--- config.mk ---
export PLATFORM = sky130hd
export DESIGN_NAME = pll_ref_clock_switchover
export DESIGN_NICKNAME = d
export VERILOG_FILES = /design/src/hw/ref_switch_pkg.sv /design/src/hw/pll_ref_clock_switchover.sv /design/src/hw/ref_clock_monitor.sv
export SDC_FILE = /design/constraint.sdc
export NUM_CORES = 1
export LEC_CHECK = 0
export ABC_AREA = 1
export BUFFER_PORTS_ARGS = -buffer_cell sky130_fd_sc_hd__buf_2
export CAP_MARGIN = 5
export CORE_AREA = 10 10 91 93
export DETAILED_ROUTE_END_ITERATION = 12
export DIE_AREA = 0 0 101 103
export PLACE_DENSITY = 0.63
export SYNTH_ARGS = -nofsm -noshare
export SYNTH_HDL_FRONTEND = slang
export SYNTH_SLANG_ARGS = --single-unit
--- constraint.sdc ---
create_clock -name i_clk -period 3.95 [get_ports i_clk]
set_input_delay 0.1975 -clock i_clk [delete_from_list [all_inputs] [get_ports i_clk]]
set_output_delay 0.1975 -clock i_clk [all_outputs]
set_load 0.03 [all_outputs]
--- src/hw/ref_switch_pkg.sv ---
// What this block does
// - Override mode accepts active-low switch request
// - Gate counter reference on current falling edge
// - Mux and flag move on target falling edge
// - Manual request flips selection, flags stay low
// - Only request falling edge acts; rising ignored
// - Switch waits until target input toggles
// - Manual mode starts on primary input
// - Manual switch needs three target cycles low
// - Configured delay adds cycles to low time
// - Automatic mode flags a stopped input
// - Flag after about two cycles, then switch
// - Selected flag names input feeding PLL
package ref_switch_pkg;

  // Operating modes of the switchover control.
  typedef enum logic [1:0] {
    MODE_MANUAL = 2'b00,
    MODE_AUTO = 2'b01,
    MODE_OVERRIDE = 2'b10
  } mode_e;

  // Switchover sequence states.
  typedef enum logic [1:0] {
    ST_IDLE = 2'b00,
    ST_GATE = 2'b01,
    ST_MUX = 2'b10
  } state_e;

  // Per-input view produced by each clock monitor.
  typedef struct packed {
    logic level;
    logic fall;
    logic fail;
  } ref_status_s;

  localparam int CLK_PERIOD_NS = 10;
  localparam int MIN_LOW_CYCLES = 3;
  localparam int DELAY_W = 8;
  localparam int LOW_CNT_W = DELAY_W + 1;
  localparam int LOSS_CYCLES_DEFAULT = 16;
  localparam int PLL_RESET_NS = 10;
  localparam int PLL_RESET_CYCLES = (PLL_RESET_NS + CLK_PERIOD_NS - 1) / CLK_PERIOD_NS;
  localparam int LOCK_STABLE_CYCLES = 8;
  localparam logic SEL_PRIMARY = 1'b0;

endpackage

--- src/hw/pll_ref_clock_switchover.sv ---
`timescale 1ns/1ps
`default_nettype none
module pll_ref_clock_switchover
  import ref_switch_pkg::*;
#(
  parameter int LOSS_CYCLES = LOSS_CYCLES_DEFAULT
) (
  // System clock and reset.
  input wire logic i_clk,
  input wire logic i_resetn,
  // Reference inputs.
  input wire logic i_ref_clock_primary,
  input wire logic i_ref_clock_backup,
  // Control.
  input wire logic [1:0] i_mode,
  input wire logic [DELAY_W-1:0] i_switch_delay,
  input wire logic i_switch_req_n,
  input wire logic i_pll_locked,
  // Status and clock out.
  output logic o_ref_clock_out,
  output logic o_active_clock,
  output logic o_clock_fail_flag_0,
  output logic o_clock_fail_flag_1,
  output logic o_switching,
  output logic o_pll_reset,
  output logic o_outputs_enable
);

  ref_status_s mon [2];
  logic req_meta;
  logic req_sync;
  logic req_prev;
  logic req_fall;
  logic req_rise;
  logic armed;
  logic [LOW_CNT_W-1:0] low_count;
  logic [LOW_CNT_W-1:0] low_needed;
  logic active;
  logic target;
  logic gate;
  state_e state;
  logic manual_go;
  logic auto_go;
  logic [1:0] rst_count;
  logic lock_meta;
  logic lock_sync;
  logic [3:0] lock_count;

  // One monitor per reference input.
  generate
    for (genvar i = 0; i < 2; i++) begin : g_mon
      ref_clock_monitor #(.LOSS_CYCLES(LOSS_CYCLES)) u_mon (
        .i_clk(i_clk),
        .i_resetn(i_resetn),
        .i_ref(i == 0 ? i_ref_clock_primary : i_ref_clock_backup),
        .o_status(mon[i])
      );
    end
  endgenerate

  // The request is a pin; two flops keep metastability out of the counter.
  always_ff @(posedge i_clk) begin
    if (!i_resetn) begin
      req_meta <= 1'b1;
      req_sync <= 1'b1;
      req_prev <= 1'b1;
    end else begin
      req_meta <= i_switch_req_n;
      req_sync <= req_meta;
      req_prev <= req_sync;
    end
  end

  assign req_fall = req_prev & ~req_sync;
  assign req_rise = ~req_prev & req_sync;
  assign target = ~active;
  assign low_needed = LOW_CNT_W'(MIN_LOW_CYCLES) + LOW_CNT_W'(i_switch_delay);

  // A falling request outside automatic mode arms one switch; staying low never re-arms, so the
  // far side must raise it first. Target cycles are counted while low.
  always_ff @(posedge i_clk) begin
    if (!i_resetn) begin
      armed <= 1'b0;
      low_count <= '0;
    end else if (req_fall && i_mode != MODE_AUTO) begin
      armed <= 1'b1;
      low_count <= '0;
    end else if (req_rise || manual_go) begin
      armed <= 1'b0;
      low_count <= '0;
    end else if (armed && mon[target].fall && low_count != low_needed) begin
      low_count <= low_count + LOW_CNT_W'(1);
    end
  end

  assign manual_go = armed && !req_sync && low_count == low_needed && state == ST_IDLE;
  // A low request in override mode blocks automatic action.
  assign auto_go = state == ST_IDLE && mon[active].fail && !mon[target].fail &&
                   (i_mode == MODE_AUTO || (i_mode == MODE_OVERRIDE && req_sync));

  // Switch sequence: gate off on the current input, move on the target.
  always_ff @(posedge i_clk) begin
    if (!i_resetn) begin
      state <= ST_IDLE;
      active <= SEL_PRIMARY;
      gate <= 1'b1;
    end else begin
      unique case (state)
        ST_IDLE: begin
          if (manual_go || auto_go) begin
            state <= ST_GATE;
          end
        end
        ST_GATE: begin
          // A dead input has no falling edge left, so its loss gates at once.
          if (mon[active].fall || mon[active].fail) begin
            gate <= 1'b0;
            state <= ST_MUX;
          end
        end
        ST_MUX: begin
          // Stays here as long as the target is absent.
          if (mon[target].fall && !mon[target].fail) begin
            active <= target;
            gate <= 1'b1;
            state <= ST_IDLE;
          end
        end
        default: begin
          state <= ST_IDLE;
        end
      endcase
    end
  end

  // Registered outputs; the clock out is the sampled, gated, selected input.
  always_ff @(posedge i_clk) begin
    if (!i_resetn) begin
      o_ref_clock_out <= 1'b0;
      o_active_clock <= SEL_PRIMARY;
      o_clock_fail_flag_0 <= 1'b0;
      o_clock_fail_flag_1 <= 1'b0;
      o_switching <= 1'b0;
    end else begin
      o_ref_clock_out <= gate & mon[active].level;
      o_active_clock <= active;
      o_clock_fail_flag_0 <= i_mode != MODE_MANUAL && mon[0].fail;
      o_clock_fail_flag_1 <= i_mode != MODE_MANUAL && mon[1].fail;
      o_switching <= state != ST_IDLE;
    end
  end

  // PLL reset pulse after each completed switch, so the far side gets it.
  always_ff @(posedge i_clk) begin
    if (!i_resetn) begin
      rst_count <= '0;
      o_pll_reset <= 1'b0;
    end else if (state == ST_MUX && mon[target].fall && !mon[target].fail) begin
      rst_count <= 2'(PLL_RESET_CYCLES);
      o_pll_reset <= 1'b1;
    end else if (rst_count != 2'h0) begin
      rst_count <= rst_count - 2'h1;
    end else begin
      o_pll_reset <= 1'b0;
    end
  end

  // Outputs enable only once lock has stayed high for a while after reset.
  always_ff @(posedge i_clk) begin
    if (!i_resetn) begin
      lock_meta <= 1'b0;
      lock_sync <= 1'b0;
      lock_count <= '0;
      o_outputs_enable <= 1'b0;
    end else begin
      lock_meta <= i_pll_locked;
      lock_sync <= lock_meta;
      if (!lock_sync || o_pll_reset || state != ST_IDLE) begin
        lock_count <= '0;
        o_outputs_enable <= 1'b0;
      end else if (lock_count != 4'(LOCK_STABLE_CYCLES)) begin
        lock_count <= lock_count + 4'h1;
      end else begin
        o_outputs_enable <= 1'b1;
      end
    end
  end
endmodule // pll_ref_clock_switchover
`default_nettype wire

--- src/hw/ref_clock_monitor.sv ---
`timescale 1ns/1ps
`default_nettype none
module ref_clock_monitor
  import ref_switch_pkg::*;
#(
  parameter int LOSS_CYCLES = LOSS_CYCLES_DEFAULT
) (
  // System clock and reset.
  input wire logic i_clk,
  input wire logic i_resetn,
  // Reference input pin.
  input wire logic i_ref,
  // Sampled view of the input.
  output ref_status_s o_status
);

  localparam int CW = $clog2(LOSS_CYCLES + 1);
  localparam logic [CW-1:0] LOSS_LIMIT = CW'(LOSS_CYCLES);

  logic ref_meta;
  logic ref_sync;
  logic ref_prev;
  logic [CW-1:0] idle_count;
  logic fail;

  // Two flops before any logic looks at the pin, a third for edges.
  always_ff @(posedge i_clk) begin
    if (!i_resetn) begin
      ref_meta <= 1'b0;
      ref_sync <= 1'b0;
      ref_prev <= 1'b0;
    end else begin
      ref_meta <= i_ref;
      ref_sync <= ref_meta;
      ref_prev <= ref_sync;
    end
  end

  // A stopped input shows as no edge for LOSS_CYCLES system cycles; this limit
  // stands for about two reference periods and must be sized to the slow clock.
  always_ff @(posedge i_clk) begin
    if (!i_resetn) begin
      idle_count <= '0;
      fail <= 1'b0;
    end else if (ref_sync != ref_prev) begin
      idle_count <= '0;
      fail <= 1'b0;
    end else if (idle_count != LOSS_LIMIT) begin
      idle_count <= idle_count + CW'(1);
    end else begin
      fail <= 1'b1;
    end
  end

  assign o_status.level = ref_sync;
  assign o_status.fall = ref_prev & ~ref_sync;
  assign o_status.fail = fail;

endmodule // ref_clock_monitor
`default_nettype wire

==> results of run 1 <==
-- routing by layer --
layer | track usage, % | up-vias | part of all wire [%]
met2 | 15.92 | 27 | 45
met4 | 3.001 | 0 | 1.0
met3 | 3.351 | 4 | 5.4
met1 | 11.89 | 925 | 49
met5 | 0 | - | 0
li1 | - | 1151 | -
-- worst min-delay path, cell delays in order --
cell and delay, ns:
buf_2 0.07, nand2_1 0.04, inv_1 0.04
-- where the power goes --
| group | switching (mW) | leakage (nW) | internal (mW) | total, mW |
|---|---|---|---|---|
| Combinational | 0.0796 | 0.832 | 0.0536 | 0.133 |
| Clock | 0.160 | 0.0472 | 0.141 | 0.301 |
| Sequential | 0.0119 | 0.407 | 0.527 | 0.539 |
| Total | 0.251 | 1.29 | 0.721 | 0.973 |
-- placed cells by master (no fill, tap or decap), types with 8 or more instances in the layout --
cell     instances
a21oi_1         26
buf_2           22
dfxtp_1         50
ha_1            11
inv_1           54
nand2_1         86
nand3_1         25
nor2_1          30
nor3_1           8
o21ai_0          9
or2_2            8
xnor2_1          9
xor2_1          11
-- flip-flops by register name, summed over array words and instances (netlist names), 2 cells and up --
signal                  cells
g_mon.u_mon.fail            2
g_mon.u_mon.idle_count     10
g_mon.u_mon.ref_meta        2
g_mon.u_mon.ref_prev        2
g_mon.u_mon.ref_sync        2
lock_count                  4
low_count                   9
rst_count                   2
state                       2
-- kinds of logic (layout without fill, tap and decap cells) --
logic type / after synthesis / in the layout / synth area share, %
buffers and inverters: 60 / 84 / 9.733
XOR/XNOR: 20 / 20 / 6.917
AO/OA/AOI/OAI: 40 / 40 / 8.448
AND/OR/NAND/NOR: 171 / 171 / 29.94
flip-flops: 50 / 50 / 39.53
adder cells (fa/ha/maj): 11 / 11 / 5.435
-- metrics by stage --
step | utilization, % | power [mW] | setup WS [ns] | cell area [sq um] | hold WS [ns]
2_1_floorplan | - | 0.6541 | 2.409 | 2532 | 0.2951
6_report | 42.53 | 0.9727 | 1.974 | 2794 | 0.07851
4_1_cts | 42.53 | 0.9877 | 1.978 | 2794 | 0.07168
5_1_grt | 42.53 | 1.038 | 1.729 | 2794 | 0.07913
3_5_place_dp | 41.09 | 0.6862 | 1.809 | 2699 | 0.3890
3_3_place_gp | 41.09 | 0.6821 | 1.881 | 2699 | 0.3837
-- worst paths after layout --
check,to,cells after the start,slack [ns]
worst max register to register,armed$_SDFFE_PN0P_,8,1.97
worst min-delay path,g_mon[0].u_mon.ref_meta$_SDFF_PN0_,3,0.08
worst max-delay path,armed$_SDFFE_PN0P_,8,1.97
worst min register to register,g_mon[1].u_mon.ref_sync$_SDFF_PN0_,2,0.42
-- final cells by class --
class                   count  area, sq um
inverters                  54        202.7
multi-input cells         242         1285
clock inverters             2        12.51
clock buffers               6        82.58
fillers                   682         3775
repair buffers             22        110.1
well taps                  80        100.1
flip-flops and latches     50         1001
==> impl_metrics.py, run 1 <==
metrics = {
    "critical_path": {
        "crit_path_frequent_cell": "nand2_1",
        "end_kind": "flip-flop",
        "path_cells": "xor2_1 -> nand2_1 -> nand2_1 -> nand2_1 -> nor2_1 -> nand3_2 -> o21ai_2 -> o21ai_0",
        "slowest_stage": "dfxtp_1",
        "crit_path_max_incr_delay_ns": 0.49,
        "crit_path_start": "low_count[5]$_SDFFE_PP0P_",
        "critPathKind": "reg2reg",
        "critPathLaunchType": "flip-flop",
        "cp_top_family": "simple AND/OR/NAND/NOR gates",
        "arrival_ns": 2.16,
        "worstPathRequired_ns": 4.13,
        "r2r-start": "low_count[5]$_SDFFE_PP0P_",
        "worst-path-buf-inv": 0,
        "path_max_fanout": 11,
    },
    "yosys": {
        "ys_seq_area_share_pct": 39.53,
        "synth_top_area_share_pct": 39.53,
        "ys_warn_count": 0,
        "synth-edff-count": 0,
        "syn_nets": 379,
        "syn-instance-count": 352,
        "synthTopCellsByCount": "nand2_1 (86), inv_1 (54), dfxtp_1 (50)",
        "synth_most_common_cell": "nand2_1",
        "ys_seq_elements": 50,
        "synth_area_leaders": "dfxtp_1 (40%), nand2_1 (13%), inv_1 (8.0%)",
        "synth_flop_cell": "dfxtp_1",
        "netlist_area_sq_um": 2532,
        "ys_types": 24,
        "synth.avg_cell_area_sq_um": 7.194,
        "yosys.area.top_type": "dfxtp_1",
        "synthArstFlopShare_pct": 0,
    },
    "drt": {
        "drtPass1Iterations": 4,
        "wl_mm": 4.615,
        "ant_nets": 0,
        "drtIter0Drc": 57,
        "detail_route.wl_per_cell_microns": 10.12,
        "post-route-drc-count": 0,
        "num_vias": 2107,
        "via_per_inst": 4.621,
    },
    "timing": {
        "drv_slew": 0,
        "fmax_mhz": 506.0,
        "tightestPinTransition_ns": 0.5575,
        "hold_viol_final": 0,
        "final.period_utilization_pct": 50.03,
        "min_period_ns": 1.976,
        "setup_violations": 0,
        "relSlewSlack_pct": 62.79,
        "rsz0062_at_grt": "no",
        "setup_tns_ns": 0,
        "clock_skew_ns": 0.006897,
    },
    "placed_design": {
        "io_buffer_count": 22,
        "gp_routability_congestion": 0.8100,
        "dp.cells": 448,
        "dpl.hpwl_mm": 3.605,
    },
    "cts": {
        "ctsHoldBuffers": 0,
        "post_cts_buffers": 0,
        "clk_latency_ns": 0.30,
        "cts.path.max_buffers": 2,
        "ctsResizeCount": 0,
        "cts.sinks": 50,
        "cts_made_buffers": 5,
        "clk_pin_slew_ns": 0.09,
        "htreeDepth": 2,
        "cts_tree": "built",
        "cts_root_buffer": "clkbuf_8",
    },
    "cells_and_area": {
        "fin_nets": 402,
        "synthToLayoutAreaGrowth_pct": 10.33,
        "antenna_cells": 0,
        "drive_gt1_share_pct": 11.70,
        "instances_no_fill": 456,
    },
    "global_routing": {
        "grt_pass1_wl_mm": 8.583,
        "grt_pass1_vias": 2058,
        "grt_max_degree": 22,
        "antenna_found_initial": 0,
        "track_usage_pct": 9.783,
        "grt-ovfl-total": 0,
    },
    "outcome": {
        "status": "completed",
    },
    "die": {
        "fp.coreArea_sq_um": 6569,
        "fp-row-count": 30,
        "die_h_microns": 103,
        "start_util_pct": 38.55,
        "die-area_sq_um": 10400,
        "ios": 23,
        "dieWidth_microns": 101,
    },
    "min_path": {
        "min_path_type": "in2reg",
        "hp-start": "i_ref_clock_primary",
    },
    "power": {
        "p_leak_nw": 1.286,
        "p_per_area_nw_per_um2": 348.1,
        "ir_worst_vdd_v": 0.0002790,
    },
    "job": {
        "cap_violations": 0,
    },
}
(Power assumes the default switching activity.)
==> run 2: changes to the inputs <==
==> constraint.sdc (replaced) <==
create_clock -name i_clk -period 1.85 [get_ports i_clk]
set_input_delay 0.0925 -clock i_clk [delete_from_list [all_inputs] [get_ports i_clk]]
set_output_delay 0.0925 -clock i_clk [all_outputs]
set_load 0.03 [all_outputs]
==> impl_metrics.py, run 2 (same netlist as run 1, synthesis figures left out) <==
metrics = {
    "cts": {
        "cts_tree": "built",
        "cts_root_buffer": "clkbuf_8",
        "cts.path.max_buffers": 2,
        "cts_made_buffers": 5,
        "htreeDepth": 2,
        "post_cts_buffers": 0,
        "clk_pin_slew_ns": 0.09,
        "clk_latency_ns": 0.29,
        "cts.sinks": 50,
    },
    "cells_and_area": {
        "top_register": "g_mon.u_mon.idle_count",
        "drive_gt1_share_pct": 11.55,
        "largest_reg_flops": 10,
        "reg_top3": "g_mon.u_mon.idle_count: 10 flops, low_count: 9 flops, lock_count: 4 flops",
        "instances_no_fill": 461,
        "fin_nets": 408,
        "final_common_cell": "nand2_1",
        "final_cell_mix": "nand2_1 (86), inv_1 (54), dfxtp_1 (50)",
        "synthToLayoutAreaGrowth_pct": 12.20,
        "antenna_cells": 0,
    },
    "global_routing": {
        "use_met3_pct": 2.949,
        "met2_usage_pct": 16.86,
        "met1_usage_pct": 11.28,
        "grt_pass1_vias": 2066,
        "grt_busiest_layer": "met2",
        "track_usage_pct": 9.775,
        "grt_pass1_wl_mm": 8.604,
        "grt-ovfl-total": 0,
        "grt_max_degree": 22,
        "antenna_found_initial": 0,
    },
    "timing": {
        "min_period_ns": 1.672,
        "fmax_mhz": 598.0,
        "setup_violations": 0,
        "tightestPinTransition_ns": 0.6069,
        "hold_viol_final": 0,
        "drv_slew": 0,
        "rsz0062_at_grt": "yes",
        "final.period_utilization_pct": 90.39,
        "relSlewSlack_pct": 59.49,
        "clock_skew_ns": 0.003876,
    },
    "placed_design": {
        "dp.cells": 450,
        "dpl.hpwl_mm": 3.620,
        "io_buffer_count": 22,
        "gp_routability_congestion": 0.8110,
    },
    "die": {
        "start_util_pct": 38.55,
        "dieWidth_microns": 101,
        "fp.coreArea_sq_um": 6569,
        "fp-row-count": 30,
        "ios": 23,
        "die-area_sq_um": 10400,
        "die_h_microns": 103,
    },
    "power": {
        "switching_power_uw": 534.9,
        "power_frac_clock_pct": 29.2,
        "internal_power_mw": 1.506,
        "ir_worst_vdd_v": 0.0005546,
        "power_mw": 2.041,
        "p_per_area_nw_per_um2": 718.3,
        "power_frac_seq_pct": 56.4,
        "p_sw_share_pct": 26.21,
        "pwr-share-comb_pct": 14.4,
        "p_leak_nw": 1.303,
    },
    "critical_path": {
        "critPathLaunchType": "flip-flop",
        "cp_top_family": "simple AND/OR/NAND/NOR gates",
        "arrival_ns": 1.85,
        "path_cells": "inv_1 -> or2_2 -> o21ai_0 -> nor2_2 -> nand2_8 -> nand2_1 -> a21oi_1",
        "critPathKind": "reg2reg",
        "reg2reg_to": "low_count[3]$_SDFFE_PP0P_",
        "worstPathRequired_ns": 2.03,
        "path_max_fanout": 10,
        "slowest_stage": "nor2_2",
        "crit_path_max_incr_delay_ns": 0.51,
        "end_kind": "flip-flop",
        "worst-path-buf-inv": 1,
        "r2r_slack_ns": 0.18,
        "r2r-start": "active$_SDFFE_PN0P_",
        "r2r_cells": 7,
        "cp.depth": 7,
    },
    "outcome": {
        "status": "completed",
    },
    "drt": {
        "wl_mm": 4.793,
        "drtPass1Iterations": 4,
        "via_per_inst": 4.644,
        "post-route-drc-count": 0,
        "ant_nets": 0,
        "drtIter0Drc": 34,
        "detail_route.wl_per_cell_microns": 10.40,
        "num_vias": 2141,
    },
    "min_path": {
        "holdPathStages": 2,
        "hp-start": "i_resetn",
        "min_to": "req_prev$_SDFF_PN1_",
        "min_path_type": "in2reg",
    },
    "job": {
        "cap_violations": 0,
    },
}
[run 2: cell types whose count changed in the layout (fill, tap and decap cells not counted)]
cell           previous run  this run
o21ai_4                   0         1
dlygate4sd3_1             0         4
clkbuf_8                  6         5
buf_4                     0         2
clkbuf_1                  0         1
o21ai_2                   1         0
clkinv_2                  1         0
[run 2: cell type report]
class / instances / area (sq um)
fillers: 664 / 3727
well taps: 80 / 100.1
multi-input cells: 242 / 1292
clock buffers: 6 / 72.57
flip-flops and latches: 50 / 1001
repair buffers: 28 / 165.2
clock inverters: 1 / 7.507
inverters: 54 / 202.7
[run 2: per-stage QoR]
stage	utilization (%)	setup TNS [ns]	hold WS (ns)	setup slack (ns)	instance area [sq um]
2_1_floorplan	-	0	0.1901	0.3930	2532
3_3_place_gp	41.31	0	0.2783	0.1018	2714
3_5_place_dp	41.31	0	0.2810	0.06876	2714
4_1_cts	43.14	0	0.1446	0.1606	2834
5_1_grt	43.26	-0.02309	0.1996	-0.01406	2841
6_report	43.26	0	0.1549	0.1777	2841
[run 2: worst max path at each step]
stage / from / endpoint
floorplan: low_count[5]$_SDFFE_PP0P_ / armed$_SDFFE_PN0P_
global placement: i_switch_delay[0] / armed$_SDFFE_PN0P_
detailed placement: i_switch_delay[0] / armed$_SDFFE_PN0P_
CTS: low_count[3]$_SDFFE_PP0P_ / armed$_SDFFE_PN0P_
global route: active$_SDFFE_PN0P_ / low_count[8]$_SDFFE_PP0P_
finish: active$_SDFFE_PN0P_ / low_count[3]$_SDFFE_PP0P_
[run 2: power by group through the flow]
stage               Combinational, mW  Clock (mW)  Sequential (mW)
finish                          0.293       0.596             1.15
global route                    0.344       0.654             1.16
CTS                             0.296       0.621             1.15
detailed placement              0.288           0             1.18
global placement                0.282           0             1.18
floorplan                       0.219           0             1.18
[run 2: metal layers]
| metal | up-vias | wire [microns] |
|---|---|---|
| met4 | 0 | 67 |
| met5 | - | 0 |
| li1 | 1162 | - |
| met3 | 6 | 233 |
| met2 | 32 | 2166 |
| met1 | 941 | 2325 |
[run 2: timing repair]
action,CTS,global route
endpoints found under the setup margin,0,4
gates resized for setup,0,1
hold buffers,4,0
hold endpoints to repair,4,0
